===== src/dsm_pkg.sv =====
/*
  Package for the data signal modulator: register indices and byte
  addresses, field positions, reset values, selector codes and shared
  types.
  Assumes a 32-bit AXI4-Lite register bus with 16 address bits.
*/
`default_nettype none

package dsm_pkg;

  // Bus widths.
  localparam int ADDR_W = 16;
  localparam int DATA_W = 32;

  // Register indices; the byte address is four times the index.
  localparam logic [11:0] IDX_CONTROL_MAIN = 12'hf4c;
  localparam logic [11:0] IDX_POL_SYNC     = 12'hf4d;
  localparam logic [11:0] IDX_SOURCE_SEL   = 12'hf4e;
  localparam logic [11:0] IDX_LOW_SEL      = 12'hf4f;
  localparam logic [11:0] IDX_HIGH_SEL     = 12'hf50;
  localparam logic [15:0] ADDR_CONTROL_MAIN = {2'b00, IDX_CONTROL_MAIN, 2'b00};
  localparam logic [15:0] ADDR_POL_SYNC     = {2'b00, IDX_POL_SYNC, 2'b00};
  localparam logic [15:0] ADDR_SOURCE_SEL   = {2'b00, IDX_SOURCE_SEL, 2'b00};
  localparam logic [15:0] ADDR_LOW_SEL      = {2'b00, IDX_LOW_SEL, 2'b00};
  localparam logic [15:0] ADDR_HIGH_SEL     = {2'b00, IDX_HIGH_SEL, 2'b00};

  // Field positions in modulator_control_main.
  localparam int POS_ENABLE        = 7;
  localparam int POS_OUTPUT_STATUS = 5;
  localparam int POS_OUTPUT_INVERT = 4;
  localparam int POS_SW_BIT        = 0;
  // Field positions in carrier_polarity_sync_control.
  localparam int POS_HIGH_INVERT   = 5;
  localparam int POS_HIGH_SYNC     = 4;
  localparam int POS_LOW_INVERT    = 1;
  localparam int POS_LOW_SYNC      = 0;

  // Reset values of the stored fields.
  localparam logic [7:0] RST_CONTROL = 8'h00;
  localparam logic [4:0] RST_SOURCE  = 5'h00;
  localparam logic [3:0] RST_CARRIER = 4'h0;

  // Selector codes that the logic treats specially.
  localparam logic [4:0] SRC_SW_BIT   = 5'h01;
  localparam logic [3:0] CAR_SYS_CLK  = 4'h1;

  // AXI responses.
  localparam logic [1:0] RESP_OKAY   = 2'h0;
  localparam logic [1:0] RESP_SLVERR = 2'h2;

  // Number of pin and foreign-clock inputs that pass the synchroniser.
  localparam int N_ASYNC = 5;

  // On-chip peripheral outputs that feed the selectors.
  typedef struct packed {
    logic [7:0] logic_cell;
    logic [1:0] pwm;
    logic [1:0] capture_compare_unit;
    logic [1:0] comparator;
    logic       serial_port1_rx;
    logic       serial_port1_tx;
    logic       sync_serial_port1_sdo;
    logic       sync_serial_port2_sdo;
    logic       serial_port2_rx;
    logic       serial_port2_tx;
  } dsm_src_t;

  // Which carrier the mixer is passing.
  typedef enum logic {CARRIER_LOW, CARRIER_HIGH} dsm_carrier_t;

endpackage

`default_nettype wire


===== src/dsm_sync2.sv =====
/*
  Two flip-flop synchroniser for a group of single-bit levels.
  Assumes inputs are asynchronous to aclk and that only the second
  stage is read downstream.
*/
`default_nettype none

module dsm_sync2 #(
  parameter int WIDTH = 1
) (
  // Clock and reset.
  input  wire logic             aclk,
  input  wire logic             aresetn,
  // Levels in and out.
  input  wire logic [WIDTH-1:0] async_in,
  output logic      [WIDTH-1:0] sync_out
);

  logic [WIDTH-1:0] stage1;

  // The first stage feeds only the second, never any logic.
  always_ff @(posedge aclk)
  begin
    if (!aresetn)
    begin
      stage1   <= '0;
      sync_out <= '0;
    end
    else
    begin
      stage1   <= async_in;
      sync_out <= stage1;
    end
  end

endmodule // dsm_sync2

`default_nettype wire


===== src/dsm_top.sv =====
/*
  Data signal modulator with AXI4-Lite register slave. A modulation
  source picks between a high and a low carrier, each with optional
  inversion and falling-edge synchronisation, onto one output pin.
  Assumes on-chip sources are on aclk; pins and foreign clocks are
  synchronised here. One write and one read at most are outstanding.
*/
`default_nettype none

module dsm_top (
  // Clock and reset.
  input  wire logic                       aclk,
  input  wire logic                       aresetn,
  // AXI4-Lite write address.
  input  wire logic [dsm_pkg::ADDR_W-1:0] awaddr,
  input  wire logic [2:0]                 awprot,
  input  wire logic                       awvalid,
  output logic                            awready,
  // AXI4-Lite write data.
  input  wire logic [dsm_pkg::DATA_W-1:0] wdata,
  input  wire logic [3:0]                 wstrb,
  input  wire logic                       wvalid,
  output logic                            wready,
  // AXI4-Lite write response.
  output logic [1:0]                      bresp,
  output logic                            bvalid,
  input  wire logic                       bready,
  // AXI4-Lite read address.
  input  wire logic [dsm_pkg::ADDR_W-1:0] araddr,
  input  wire logic [2:0]                 arprot,
  input  wire logic                       arvalid,
  output logic                            arready,
  // AXI4-Lite read data.
  output logic [dsm_pkg::DATA_W-1:0]      rdata,
  output logic [1:0]                      rresp,
  output logic                            rvalid,
  input  wire logic                       rready,
  // Pins and foreign clocks, asynchronous to aclk.
  input  wire logic                       high_carrier_pin,
  input  wire logic                       low_carrier_pin,
  input  wire logic                       modulation_pin,
  input  wire logic                       fast_internal_oscillator,
  input  wire logic                       reference_clock_output,
  // On-chip peripheral outputs on aclk.
  input  wire dsm_pkg::dsm_src_t          peripheral_sources,
  // Modulated output pin.
  output logic                            modulated_out
);

  // Stored register fields.
  logic                 enable;
  logic                 output_invert;
  logic                 software_modulation_bit;
  logic                 high_carrier_invert;
  logic                 high_carrier_sync_enable;
  logic                 low_carrier_invert;
  logic                 low_carrier_sync_enable;
  logic [4:0]           modulation_source_selector;
  logic [3:0]           low_carrier_selector;
  logic [3:0]           high_carrier_selector;

  // Bus state.
  logic                 aw_held;
  logic [15:0]          aw_addr_q;
  logic                 w_held;
  logic [7:0]           w_byte_q;
  logic                 w_lane0_q;

  // Mixer state.
  logic [dsm_pkg::N_ASYNC-1:0] async_s;
  logic                 sys_clk_wave;
  logic                 high_prev;
  logic                 low_prev;
  dsm_pkg::dsm_carrier_t carrier;
  dsm_pkg::dsm_carrier_t next_carrier;

  // Pins and foreign clocks cross into aclk here.
  dsm_sync2 #(
    .WIDTH (dsm_pkg::N_ASYNC)
  ) u_sync (
    .aclk     (aclk),
    .aresetn  (aresetn),
    .async_in ({reference_clock_output, fast_internal_oscillator,
                modulation_pin, low_carrier_pin, high_carrier_pin}),
    .sync_out (async_s)
  );

  // Word-aligned address decode for both channels.
  wire [15:0] wr_addr = {aw_addr_q[15:2], 2'b00};
  wire [15:0] rd_addr = {araddr[15:2], 2'b00};
  wire wr_main = wr_addr == dsm_pkg::ADDR_CONTROL_MAIN;
  wire wr_pol  = wr_addr == dsm_pkg::ADDR_POL_SYNC;
  wire wr_src  = wr_addr == dsm_pkg::ADDR_SOURCE_SEL;
  wire wr_low  = wr_addr == dsm_pkg::ADDR_LOW_SEL;
  wire wr_high = wr_addr == dsm_pkg::ADDR_HIGH_SEL;
  wire wr_hit  = wr_main | wr_pol | wr_src | wr_low | wr_high;
  wire rd_main = rd_addr == dsm_pkg::ADDR_CONTROL_MAIN;
  wire rd_pol  = rd_addr == dsm_pkg::ADDR_POL_SYNC;
  wire rd_src  = rd_addr == dsm_pkg::ADDR_SOURCE_SEL;
  wire rd_low  = rd_addr == dsm_pkg::ADDR_LOW_SEL;
  wire rd_high = rd_addr == dsm_pkg::ADDR_HIGH_SEL;
  wire rd_hit  = rd_main | rd_pol | rd_src | rd_low | rd_high;

  // Handshakes; a write commits once both halves are held.
  assign awready = !aw_held;
  assign wready  = !w_held;
  assign arready = !rvalid;
  wire aw_take  = awvalid & awready;
  wire w_take   = wvalid & wready;
  wire ar_take  = arvalid & arready;
  wire wr_fire  = aw_held & w_held & !bvalid;
  wire wr_apply = wr_fire & w_lane0_q;

  // Read data; the status bit shows the live output pin value.
  // status readback
  wire [7:0] rd_main_v = {enable, 1'b0, modulated_out, output_invert,
                          3'b000, software_modulation_bit};
  wire [7:0] rd_pol_v  = {2'b00, high_carrier_invert,
                          high_carrier_sync_enable, 2'b00,
                          low_carrier_invert, low_carrier_sync_enable};
  wire [7:0] rd_byte   = rd_main ? rd_main_v :
                         rd_pol  ? rd_pol_v :
                         rd_src  ? {3'b000, modulation_source_selector} :
                         rd_low  ? {4'h0, low_carrier_selector} :
                         rd_high ? {4'h0, high_carrier_selector} : 8'h00;

  // Capture each write half independently; either may come first.
  always_ff @(posedge aclk)
  begin
    if (!aresetn)
    begin
      aw_held   <= 1'b0;
      aw_addr_q <= 16'h0000;
      w_held    <= 1'b0;
      w_byte_q  <= 8'h00;
      w_lane0_q <= 1'b0;
    end
    else
    begin
      if (aw_take)
      begin
        aw_held   <= 1'b1;
        aw_addr_q <= awaddr;
      end
      else if (wr_fire)
        aw_held <= 1'b0;
      if (w_take)
      begin
        w_held    <= 1'b1;
        w_byte_q  <= wdata[7:0];
        w_lane0_q <= wstrb[0];
      end
      else if (wr_fire)
        w_held <= 1'b0;
    end
  end

  // Write response; unmapped addresses answer with a slave error.
  always_ff @(posedge aclk)
  begin
    if (!aresetn)
    begin
      bvalid <= 1'b0;
      bresp  <= dsm_pkg::RESP_OKAY;
    end
    else if (wr_fire)
    begin
      bvalid <= 1'b1;
      bresp  <= wr_hit ? dsm_pkg::RESP_OKAY : dsm_pkg::RESP_SLVERR;
    end
    else if (bready)
      bvalid <= 1'b0;
  end

  // Read response, registered one cycle after the address is taken.
  always_ff @(posedge aclk)
  begin
    if (!aresetn)
    begin
      rvalid <= 1'b0;
      rdata  <= '0;
      rresp  <= dsm_pkg::RESP_OKAY;
    end
    else if (ar_take)
    begin
      rvalid <= 1'b1;
      rdata  <= {24'h000000, rd_byte};
      rresp  <= rd_hit ? dsm_pkg::RESP_OKAY : dsm_pkg::RESP_SLVERR;
    end
    else if (rready)
      rvalid <= 1'b0;
  end

  // Register file; only byte lane 0 holds data, the status bit is
  // read-only. Clearing enable leaves every selection in place.
  // reset defaults
  always_ff @(posedge aclk)
  begin
    if (!aresetn)
    begin
      {enable, output_invert, software_modulation_bit} <= 3'b000;
      {high_carrier_invert, high_carrier_sync_enable} <= 2'b00;
      {low_carrier_invert, low_carrier_sync_enable} <= 2'b00;
      modulation_source_selector <= dsm_pkg::RST_SOURCE;
      low_carrier_selector       <= dsm_pkg::RST_CARRIER;
      high_carrier_selector      <= dsm_pkg::RST_CARRIER;
    end
    else if (wr_apply)
    begin
      if (wr_main)
      begin
        enable                  <= w_byte_q[dsm_pkg::POS_ENABLE];
        output_invert           <= w_byte_q[dsm_pkg::POS_OUTPUT_INVERT];
        software_modulation_bit <= w_byte_q[dsm_pkg::POS_SW_BIT];
      end
      if (wr_pol)
      begin
        high_carrier_invert      <= w_byte_q[dsm_pkg::POS_HIGH_INVERT];
        high_carrier_sync_enable <= w_byte_q[dsm_pkg::POS_HIGH_SYNC];
        low_carrier_invert       <= w_byte_q[dsm_pkg::POS_LOW_INVERT];
        low_carrier_sync_enable  <= w_byte_q[dsm_pkg::POS_LOW_SYNC];
      end
      if (wr_src)
        modulation_source_selector <= w_byte_q[4:0];
      if (wr_low)
        low_carrier_selector <= w_byte_q[3:0];
      if (wr_high)
        high_carrier_selector <= w_byte_q[3:0];
    end
  end

  // The system clock cannot be sampled by itself, so it is stood in
  // for by a wave that toggles on every rising edge, the fastest carrier.
  always_ff @(posedge aclk)
  begin
    if (!aresetn)
      sys_clk_wave <= 1'b0;
    else
      sys_clk_wave <= !sys_clk_wave;
  end

  // Carrier candidates; both selectors share one encoding except code 0, which picks each selector's own carrier pin.
  wire [15:0] carrier_vec = {peripheral_sources.logic_cell,
                             peripheral_sources.pwm,
                             peripheral_sources.capture_compare_unit,
                             async_s[4], async_s[3], sys_clk_wave, 1'b0};
  wire [15:0] high_vec = {carrier_vec[15:1], async_s[0]};
  wire [15:0] low_vec  = {carrier_vec[15:1], async_s[1]};
  wire high_raw = high_vec[high_carrier_selector];
  wire low_raw  = low_vec[low_carrier_selector];
  wire high_adj = high_raw ^ high_carrier_invert;
  wire low_adj  = low_raw ^ low_carrier_invert;

  // Modulation candidates; reserved codes read as low.
  // software bit select
  wire [31:0] mod_vec = {8'h00, peripheral_sources.logic_cell, 2'b00,
                         peripheral_sources.serial_port2_tx,
                         peripheral_sources.serial_port2_rx,
                         peripheral_sources.sync_serial_port2_sdo,
                         peripheral_sources.sync_serial_port1_sdo,
                         peripheral_sources.serial_port1_tx,
                         peripheral_sources.serial_port1_rx,
                         peripheral_sources.comparator,
                         peripheral_sources.pwm,
                         peripheral_sources.capture_compare_unit,
                         software_modulation_bit, async_s[2]};
  wire mod_in = mod_vec[modulation_source_selector];

  // Falling edges of the polarity-adjusted carriers.
  wire high_fall = high_prev & !high_adj;
  wire low_fall  = low_prev & !low_adj;

  // Carrier switching; a synchronised switch waits for the carrier
  // being left to fall, so its last pulse is never truncated.
  always_comb
  begin
    next_carrier = carrier;
    case (carrier)
      dsm_pkg::CARRIER_HIGH:
        if (!mod_in && (!high_carrier_sync_enable || high_fall))
          next_carrier = dsm_pkg::CARRIER_LOW;
      dsm_pkg::CARRIER_LOW:
        if (mod_in && (!low_carrier_sync_enable || low_fall))
          next_carrier = dsm_pkg::CARRIER_HIGH;
      default:
        next_carrier = dsm_pkg::CARRIER_LOW;
    endcase
  end

  // Mix, then apply output polarity; disabled forces the pin low.
  // carrier mixing
  wire mixed = (next_carrier == dsm_pkg::CARRIER_HIGH) ? high_adj : low_adj;
  wire next_mod_out = enable & (mixed ^ output_invert);

  // Mixer state; while disabled the carrier follows the modulation
  // directly so that re-enabling starts on the right carrier.
  always_ff @(posedge aclk)
  begin
    if (!aresetn)
    begin
      carrier       <= dsm_pkg::CARRIER_LOW;
      high_prev     <= 1'b0;
      low_prev      <= 1'b0;
      modulated_out <= 1'b0;
    end
    else
    begin
      carrier       <= enable ? next_carrier :
                       (mod_in ? dsm_pkg::CARRIER_HIGH : dsm_pkg::CARRIER_LOW);
      high_prev     <= high_adj;
      low_prev      <= low_adj;
      modulated_out <= next_mod_out;
    end
  end

  // All three selectors back at their reset codes.
  wire carrier_sel_zero = high_carrier_selector == dsm_pkg::RST_CARRIER &&
                          low_carrier_selector == dsm_pkg::RST_CARRIER &&
                          modulation_source_selector == dsm_pkg::RST_SOURCE;
endmodule // dsm_top

`default_nettype wire


===== config.mk =====
export PLATFORM = sky130hd
export DESIGN_NAME = dsm_top
export DESIGN_NICKNAME = d
export VERILOG_FILES = /design/src/dsm_pkg.sv /design/src/dsm_sync2.sv /design/src/dsm_top.sv
export SDC_FILE = /design/constraint.sdc
export NUM_CORES = 1
export LEC_CHECK = 0
export ABC_AREA = 1
export BUFFER_PORTS_ARGS = -buffer_cell sky130_fd_sc_hd__buf_2
export CORE_ASPECT_RATIO = 0.8
export CORE_MARGIN = 2
export CORE_UTILIZATION = 49
export DETAILED_ROUTE_END_ITERATION = 6
export PLACE_DENSITY = 0.81
export SLEW_MARGIN = 10
export SYNTH_ARGS = -nofsm -noshare
export SYNTH_HDL_FRONTEND = slang
export SYNTH_SLANG_ARGS = --single-unit
export TNS_END_PERCENT = 100

===== constraint.sdc =====
create_clock -name aclk -period 2.2 [get_ports aclk]
set_clock_uncertainty 0.2 [all_clocks]
set_input_delay 0.22 -clock aclk [delete_from_list [all_inputs] [get_ports aclk]]
set_output_delay 0.22 -clock aclk [all_outputs]
set_load 0.05 [all_outputs]

# Yosys cells after proc, flatten, opt, wreduce, memory -nomap -nowiden
# Index checks and enable logic that the tools add are counted.
dict set report totals {
  reg_bits 76
  out_inout_bits 42
  elab_cells 110
}
dict set report classes {
  n_lt_le_gt_ge 3
  n_eq_ne 10
  muxes 26
  bitwise_logic 21
  reduce_logical 23
}
# operator count
set ops {}
lappend ops {{14-bit by 12-bit == test with 1-bit output (second input constant)} 10}
lappend ops {{1-bit two-way mux} 15}
lappend ops {{1-bit logical NOT} 10}
lappend ops {{4-bit by 5-bit less-than comparator with 1-bit output (second input constant)} 2}
lappend ops {{2-bit AND reduction} 5}
lappend ops {{1-bit bitwise AND} 9}
lappend ops {{1-bit binary-select mux with 4-bit select} 2}
lappend ops {{4-bit two-way mux} 2}
lappend ops {{8-bit two-way mux} 1}
lappend ops {{1-bit bitwise OR} 8}
lappend ops {{2-bit nonzero test} 4}
lappend ops {{5-bit by 6-bit less-than comparator with 1-bit output (second input constant)} 1}
lappend ops {{6-bit two-way mux} 1}
lappend ops {{1-bit binary-select mux with 5-bit select} 1}
lappend ops {{5-bit two-way mux} 1}
lappend ops {{2-bit two-way mux} 2}
lappend ops {{1-bit XOR} 3}
lappend ops {{1-bit logical AND} 2}
lappend ops {{1-bit logical OR} 2}
lappend ops {{1-bit case mux with 2 select lines} 1}
lappend ops {{1-bit NOT} 1}

# Logic depth before layout (Yosys ltp)
dict set report logic_depth {
  word_depth 12
  mapped_depth 17
  depth_no_buf 17
}

# Cells and area by module
# A second synthesis with hierarchy kept.
dict set report unflattened {
  hier_cells 527
  hier_area_um2 3732.3
}
# mod n_inst cells_each area_per_inst_um2
set by_module_without_submodules {}
lappend by_module_without_submodules {dsm_top 1 496 3445.8}
lappend by_module_without_submodules {dsm_sync2 1 31 286.5}

# Worst setup path before layout
# Ideal clock, no wire load.
dict set report synth_timing {
  path_kind {flip-flop to flip-flop}
  from {register rvalid}
  to {register rdata[5] (netlist bit)}
  setup_time_ns 0.117
  arrival_ns 1.629
  required_ns 1.883
  slack_ns 0.254
  path_stages_with_launch 6
  n_path_buf 0
  period_less_slack_ns 1.946
  cell_sequence {dfxtp_1 > inv_1 > nand2_1 > inv_1 > o211ai_1 > inv_1}
}
dict set report synth_via {
  elab_chain_cells 2
}
# element line_no
set synth_lines {}
lappend synth_lines {{start, declared} dsm_top.sv:36} ;# output logic rvalid,
lappend synth_lines {{start signal, assigned} dsm_top.sv:180} ;# rvalid <= 1'b0;
lappend synth_lines {{start signal, assigned} dsm_top.sv:186} ;# rvalid <= 1'b1;
lappend synth_lines {{start signal, assigned} dsm_top.sv:191} ;# rvalid <= 1'b0;
lappend synth_lines {{1-bit logical NOT} dsm_top.sv:107} ;# assign arready = !rvalid;
lappend synth_lines {{via arready} dsm_top.sv:32} ;# output logic arready,
lappend synth_lines {{1-bit bitwise AND} dsm_top.sv:110} ;# wire ar_take = arvalid & arready;
lappend synth_lines {{end signal, assigned} dsm_top.sv:187} ;# rdata <= {24'h000000, rd_byte};
lappend synth_lines {{end, declared} dsm_top.sv:34} ;# output logic [dsm_pkg::DATA_W-1:0] rdata,
# The timed path passes the listed nets, and every way through them passes these cells.
# A chain may end at the register's enable or synchronous reset.

# Worst setup path after layout
dict set report layout_timing {
  from {register low_carrier_selector[0]}
  to {register modulated_out}
}
dict set report layout_via {
  elab_chain_cells 12
}
# element line_no
set layout_lines {}
lappend layout_lines {{start, declared} dsm_top.sv:59} ;# logic [3:0] low_carrier_selector;
lappend layout_lines {{start signal, assigned} dsm_top.sv:205} ;# low_carrier_selector <= dsm_pkg::RST_CARRIER;
lappend layout_lines {{start signal, assigned} dsm_top.sv:226} ;# low_carrier_selector <= w_byte_q[3:0];
lappend layout_lines {{1-bit binary-select mux with 4-bit select (*)} dsm_top.sv:250} ;# wire low_raw = low_vec[low_carrier_selector];
lappend layout_lines {{1-bit two-way mux (not written as such) (*)} dsm_top.sv:250}
lappend layout_lines {{1-bit XOR (*)} dsm_top.sv:252} ;# wire low_adj = low_raw ^ low_carrier_invert;
lappend layout_lines {{1-bit logical NOT} dsm_top.sv:271} ;# wire low_fall = low_prev & !low_adj;
lappend layout_lines {{1-bit bitwise AND} dsm_top.sv:271}
lappend layout_lines {{1-bit logical OR} dsm_top.sv:283} ;# if (mod_in && (!low_carrier_sync_enable || low_fall))
lappend layout_lines {{1-bit logical AND} dsm_top.sv:283}
lappend layout_lines {{1-bit two-way mux} dsm_top.sv:283}
lappend layout_lines {{1-bit case mux with 2 select lines} dsm_top.sv:278} ;# case (carrier)
lappend layout_lines {{1-bit two-way mux (*)} dsm_top.sv:292} ;# wire mixed = (next_carrier == dsm_pkg::CARRIER_HIGH) ? high_adj : low_adj;
lappend layout_lines {{1-bit XOR (*)} dsm_top.sv:293} ;# wire next_mod_out = enable & (mixed ^ output_invert);
lappend layout_lines {{1-bit bitwise AND (*)} dsm_top.sv:293}
lappend layout_lines {{end signal, assigned} dsm_top.sv:312} ;# modulated_out <= next_mod_out;
lappend layout_lines {{end, declared} dsm_top.sv:47} ;# output logic modulated_out
# Mark *: on every way between the ends. The rest lies on a longest branch, timed or not. The select of a mux whose other input is x is not followed.

==> run summary <==
outcome: completed
Net count, final: 767
final non-filler cell area: 4592 um^2
half-perimeter wire length after detailed placement: 6.715 mm
final worst path period share: 90.37%
worst IR drop on VDD: 0.0003839 V
largest cells by area after synthesis: sky130_fd_sc_hd__dfxtp_1, sky130_fd_sc_hd__nand2_1, sky130_fd_sc_hd__inv_1
number of distinct library cells after synthesis: 34
number of post-CTS setup repair buffers: 0
max-cap check violation count: 0
number of H-tree levels: 3
fraction of final layout cells sized beyond drive strength 1: 21.32%
first-pass GRT wire length: 15.03 mm
critical path required time: 2.24 ns
number of remaining DRC errors: 0
class of the worst hold path: in -> reg
grt ovf: 0
flip-flop and latch count after synthesis: 70
area of the die: 8234 um^2
final setup violation count: 0
clock period minus worst slack: 1.988 ns
remaining max-slew budget at the tightest pin: 60.52%
register area share after synthesis: 38.03%
routed vias: 3723
fillers: 705
Pwr Density: 622.0 nW/um^2
antenna diode instance count: 0
Starting Density: 50.09%
post-DR wirelength/cell: 11.94 um
instance count along the most critical hold path: 3
gr usage total: 22.86%
number of rows in the core area: 28
fmax: 503.0 MHz
latest clock arrival within the worst-skew pair: 0.35 ns
number of global-route vias before repair: 3344
Critical Path Source Type: flip-flop
total of warnings raised by yosys: 0
setup total negative slack: 0 ns
average footprint of a synthesized cell: 6.749 um^2
FF/Latch Area: 1409 um^2
number of CTS-inserted buffers: 9
number of hold-slack violations in the final timing report: 0
area share of the largest cell type after synthesis: 38.03%
initial antenna violation count: 0
post-DR vias/cell: 4.925
unrepaired setup endpoints after global routing: no
leading cell types in the layout, fill and taps excluded: sky130_fd_sc_hd__nand2_1, sky130_fd_sc_hd__buf_2, sky130_fd_sc_hd__inv_1, sky130_fd_sc_hd__dfxtp_1, sky130_fd_sc_hd__nor2_1
Setup CP Type: reg -> reg
multi-input combinational cell area: 1758 um^2
Layout Area Growth over Synthesis: 24.62%
static leakage: 2.198 nW
largest area contributor in the synthesized netlist: sky130_fd_sc_hd__dfxtp_1
DRC marker count from the first detailed-route iteration: 192
largest net degree at the start of global routing: 52
clock tree from TritonCTS: built
most common cell after layout, fill and taps aside: sky130_fd_sc_hd__nand2_1
Cells after Synth: 546
depth of the worst register-to-register path: 13
clock slew at the register clock pins of the worst setup and hold paths: 0.08 ns
area of the core region: 7357 um^2
Num Clock Sinks: 70
cell area after synthesis: 3685 um^2
width of the die: 101.0 um
Final Slew Violations: 0
worst-path maximum fanout: 11
I/O pin total: 148
number of detailed-routing iterations run before antenna repair: 5
IO Port Bufs: 82
last weighted congestion value of the routability-driven placer: 0.9008
final wirelength: 9.029 mm
critical path data arrival time: 2.03 ns
die boundary height: 81.56 um
master cell of the clock root buffer: sky130_fd_sc_hd__clkbuf_8
Post-DP Area: 4088 um^2
buffers from clock root to sink, at most: 2
Antenna Violating Nets Remaining: 0
critical path capture point type: flip-flop
Power, Total: 2.856 mW
actual slew at the worst max-slew pin: 0.5886 ns
==> final cells by class <==
type                    instances  area share, %
clock buffers                  10          2.997
clock inverters                 6          1.499
inverters                      92          7.520
multi-input cells             369          38.28
flip-flops and latches         70          30.68
well taps                      90          2.452
repair buffers                119          16.57
==> cells in the mapped netlist <==
cell,n
sky130_fd_sc_hd__a211oi_1,9
sky130_fd_sc_hd__a21oi_1,43
sky130_fd_sc_hd__a221oi_1,1
sky130_fd_sc_hd__a31oi_1,1
sky130_fd_sc_hd__a32o_1,1
sky130_fd_sc_hd__buf_1,1
sky130_fd_sc_hd__buf_4,29
sky130_fd_sc_hd__buf_6,2
sky130_fd_sc_hd__clkbuf_1,9
sky130_fd_sc_hd__clkinv_1,2
sky130_fd_sc_hd__conb_1,1
sky130_fd_sc_hd__dfxtp_1,70
sky130_fd_sc_hd__inv_1,74
sky130_fd_sc_hd__inv_2,16
sky130_fd_sc_hd__nand2_1,94
sky130_fd_sc_hd__nand2_2,5
sky130_fd_sc_hd__nand3_1,45
sky130_fd_sc_hd__nand3_2,3
sky130_fd_sc_hd__nand4_1,2
sky130_fd_sc_hd__nor2_1,61
sky130_fd_sc_hd__nor2_2,2
sky130_fd_sc_hd__nor2_4,1
sky130_fd_sc_hd__nor3_1,13
sky130_fd_sc_hd__nor3_2,3
sky130_fd_sc_hd__nor4_1,1
sky130_fd_sc_hd__nor4_4,2
sky130_fd_sc_hd__o211ai_1,5
sky130_fd_sc_hd__o21a_1,1
sky130_fd_sc_hd__o21ai_0,32
sky130_fd_sc_hd__o21ai_1,13
sky130_fd_sc_hd__o221ai_1,1
sky130_fd_sc_hd__o22ai_1,1
sky130_fd_sc_hd__o311ai_1,1
sky130_fd_sc_hd__or2_1,1
==> worst paths after layout <==
| kind | slack (ns) | start | to |
|---|---|---|---|
| setup / recovery | 0.21 | low_carrier_selector[0]$_SDFFE_PN0P_ | modulated_out$_SDFF_PN0_ |
| hold / removal | 0.01 | rready | rvalid$_SDFFE_PN0P_ |
| setup reg to reg | 0.21 | low_carrier_selector[0]$_SDFFE_PN0P_ | modulated_out$_SDFF_PN0_ |
| hold reg to reg | 0.21 | u_sync.stage1[2]$_SDFF_PN0_ | u_sync.sync_out[2]$_SDFF_PN0_ |
==> kinds of logic after synthesis <==
logic type | Yosys count | synth area share, %
flip-flops | 70 | 38.03
AND/OR/NAND/NOR | 233 | 28.63
AO/OA/AOI/OAI | 109 | 16.33
buffers and inverters | 133 | 16.91
other | 1 | 0.1018
==> power by group <==
part | leakage, nW | switching, mW | total [mW] | internal (mW)
logic | 1.52 | 0.305 | 0.447 | 0.142
registers | 0.576 | 0.0287 | 1.35 | 1.32
clock network | 0.103 | 0.502 | 1.06 | 0.560
==> critical path, cell delays in order (launching register included) <==
cell                      delay, ns
sky130_fd_sc_hd__dfxtp_2       0.46
sky130_fd_sc_hd__inv_2         0.13
sky130_fd_sc_hd__nand2_1       0.08
sky130_fd_sc_hd__nand3_1       0.08
sky130_fd_sc_hd__nand3_1       0.09
sky130_fd_sc_hd__nand3_1       0.09
sky130_fd_sc_hd__nand3_1       0.14
sky130_fd_sc_hd__nand3_1       0.09
sky130_fd_sc_hd__nand2_1       0.07
sky130_fd_sc_hd__nand2_2       0.07
sky130_fd_sc_hd__nand2_1       0.08
sky130_fd_sc_hd__nand3_2       0.08
sky130_fd_sc_hd__a21oi_1       0.15
sky130_fd_sc_hd__nor2_1        0.05
==> state kept, by name, indices dropped and copies added (netlist names), 4 cells and up <==
register / count
aw_addr_q: 14
high_carrier_selector: 4
low_carrier_selector: 4
modulation_source_selector: 5
rdata: 7
u_sync.stage1: 5
u_sync.sync_out: 5
w_byte_q: 7
==> timing repair <==
action,in CTS,in global routing
hold buffers,29,0
resized for setup,0,5
setup endpoints to repair,0,2
endpoints found under the hold margin,29,0
==> through the flow <==
step / utilization [%] / hold WS (ns) / worst slack (ns) / instances
global route: 62.42 / 0.005951 / 0.01506 / 756
finish: 62.42 / 0.01093 / 0.2119 / 756
floorplan: - / 0.1176 / 0.2544 / 572
CTS: 62.31 / 0.003653 / 0.09302 / 756
global placement: 55.56 / 0.1924 / 0.1190 / 711
detailed placement: 55.56 / 0.1947 / 0.1181 / 711
==> metal layers <==
metal | vias up | wire [um] | global-route usage (%)
met2 | 126 | 4070 | 37.87
met5 | - | 0 | 0
met3 | 8 | 562 | 4.766
met1 | 1658 | 4300 | 30.76
li1 | 1931 | - | -
met4 | 0 | 95 | 5.676
Power figures use the tool's default switching activity.
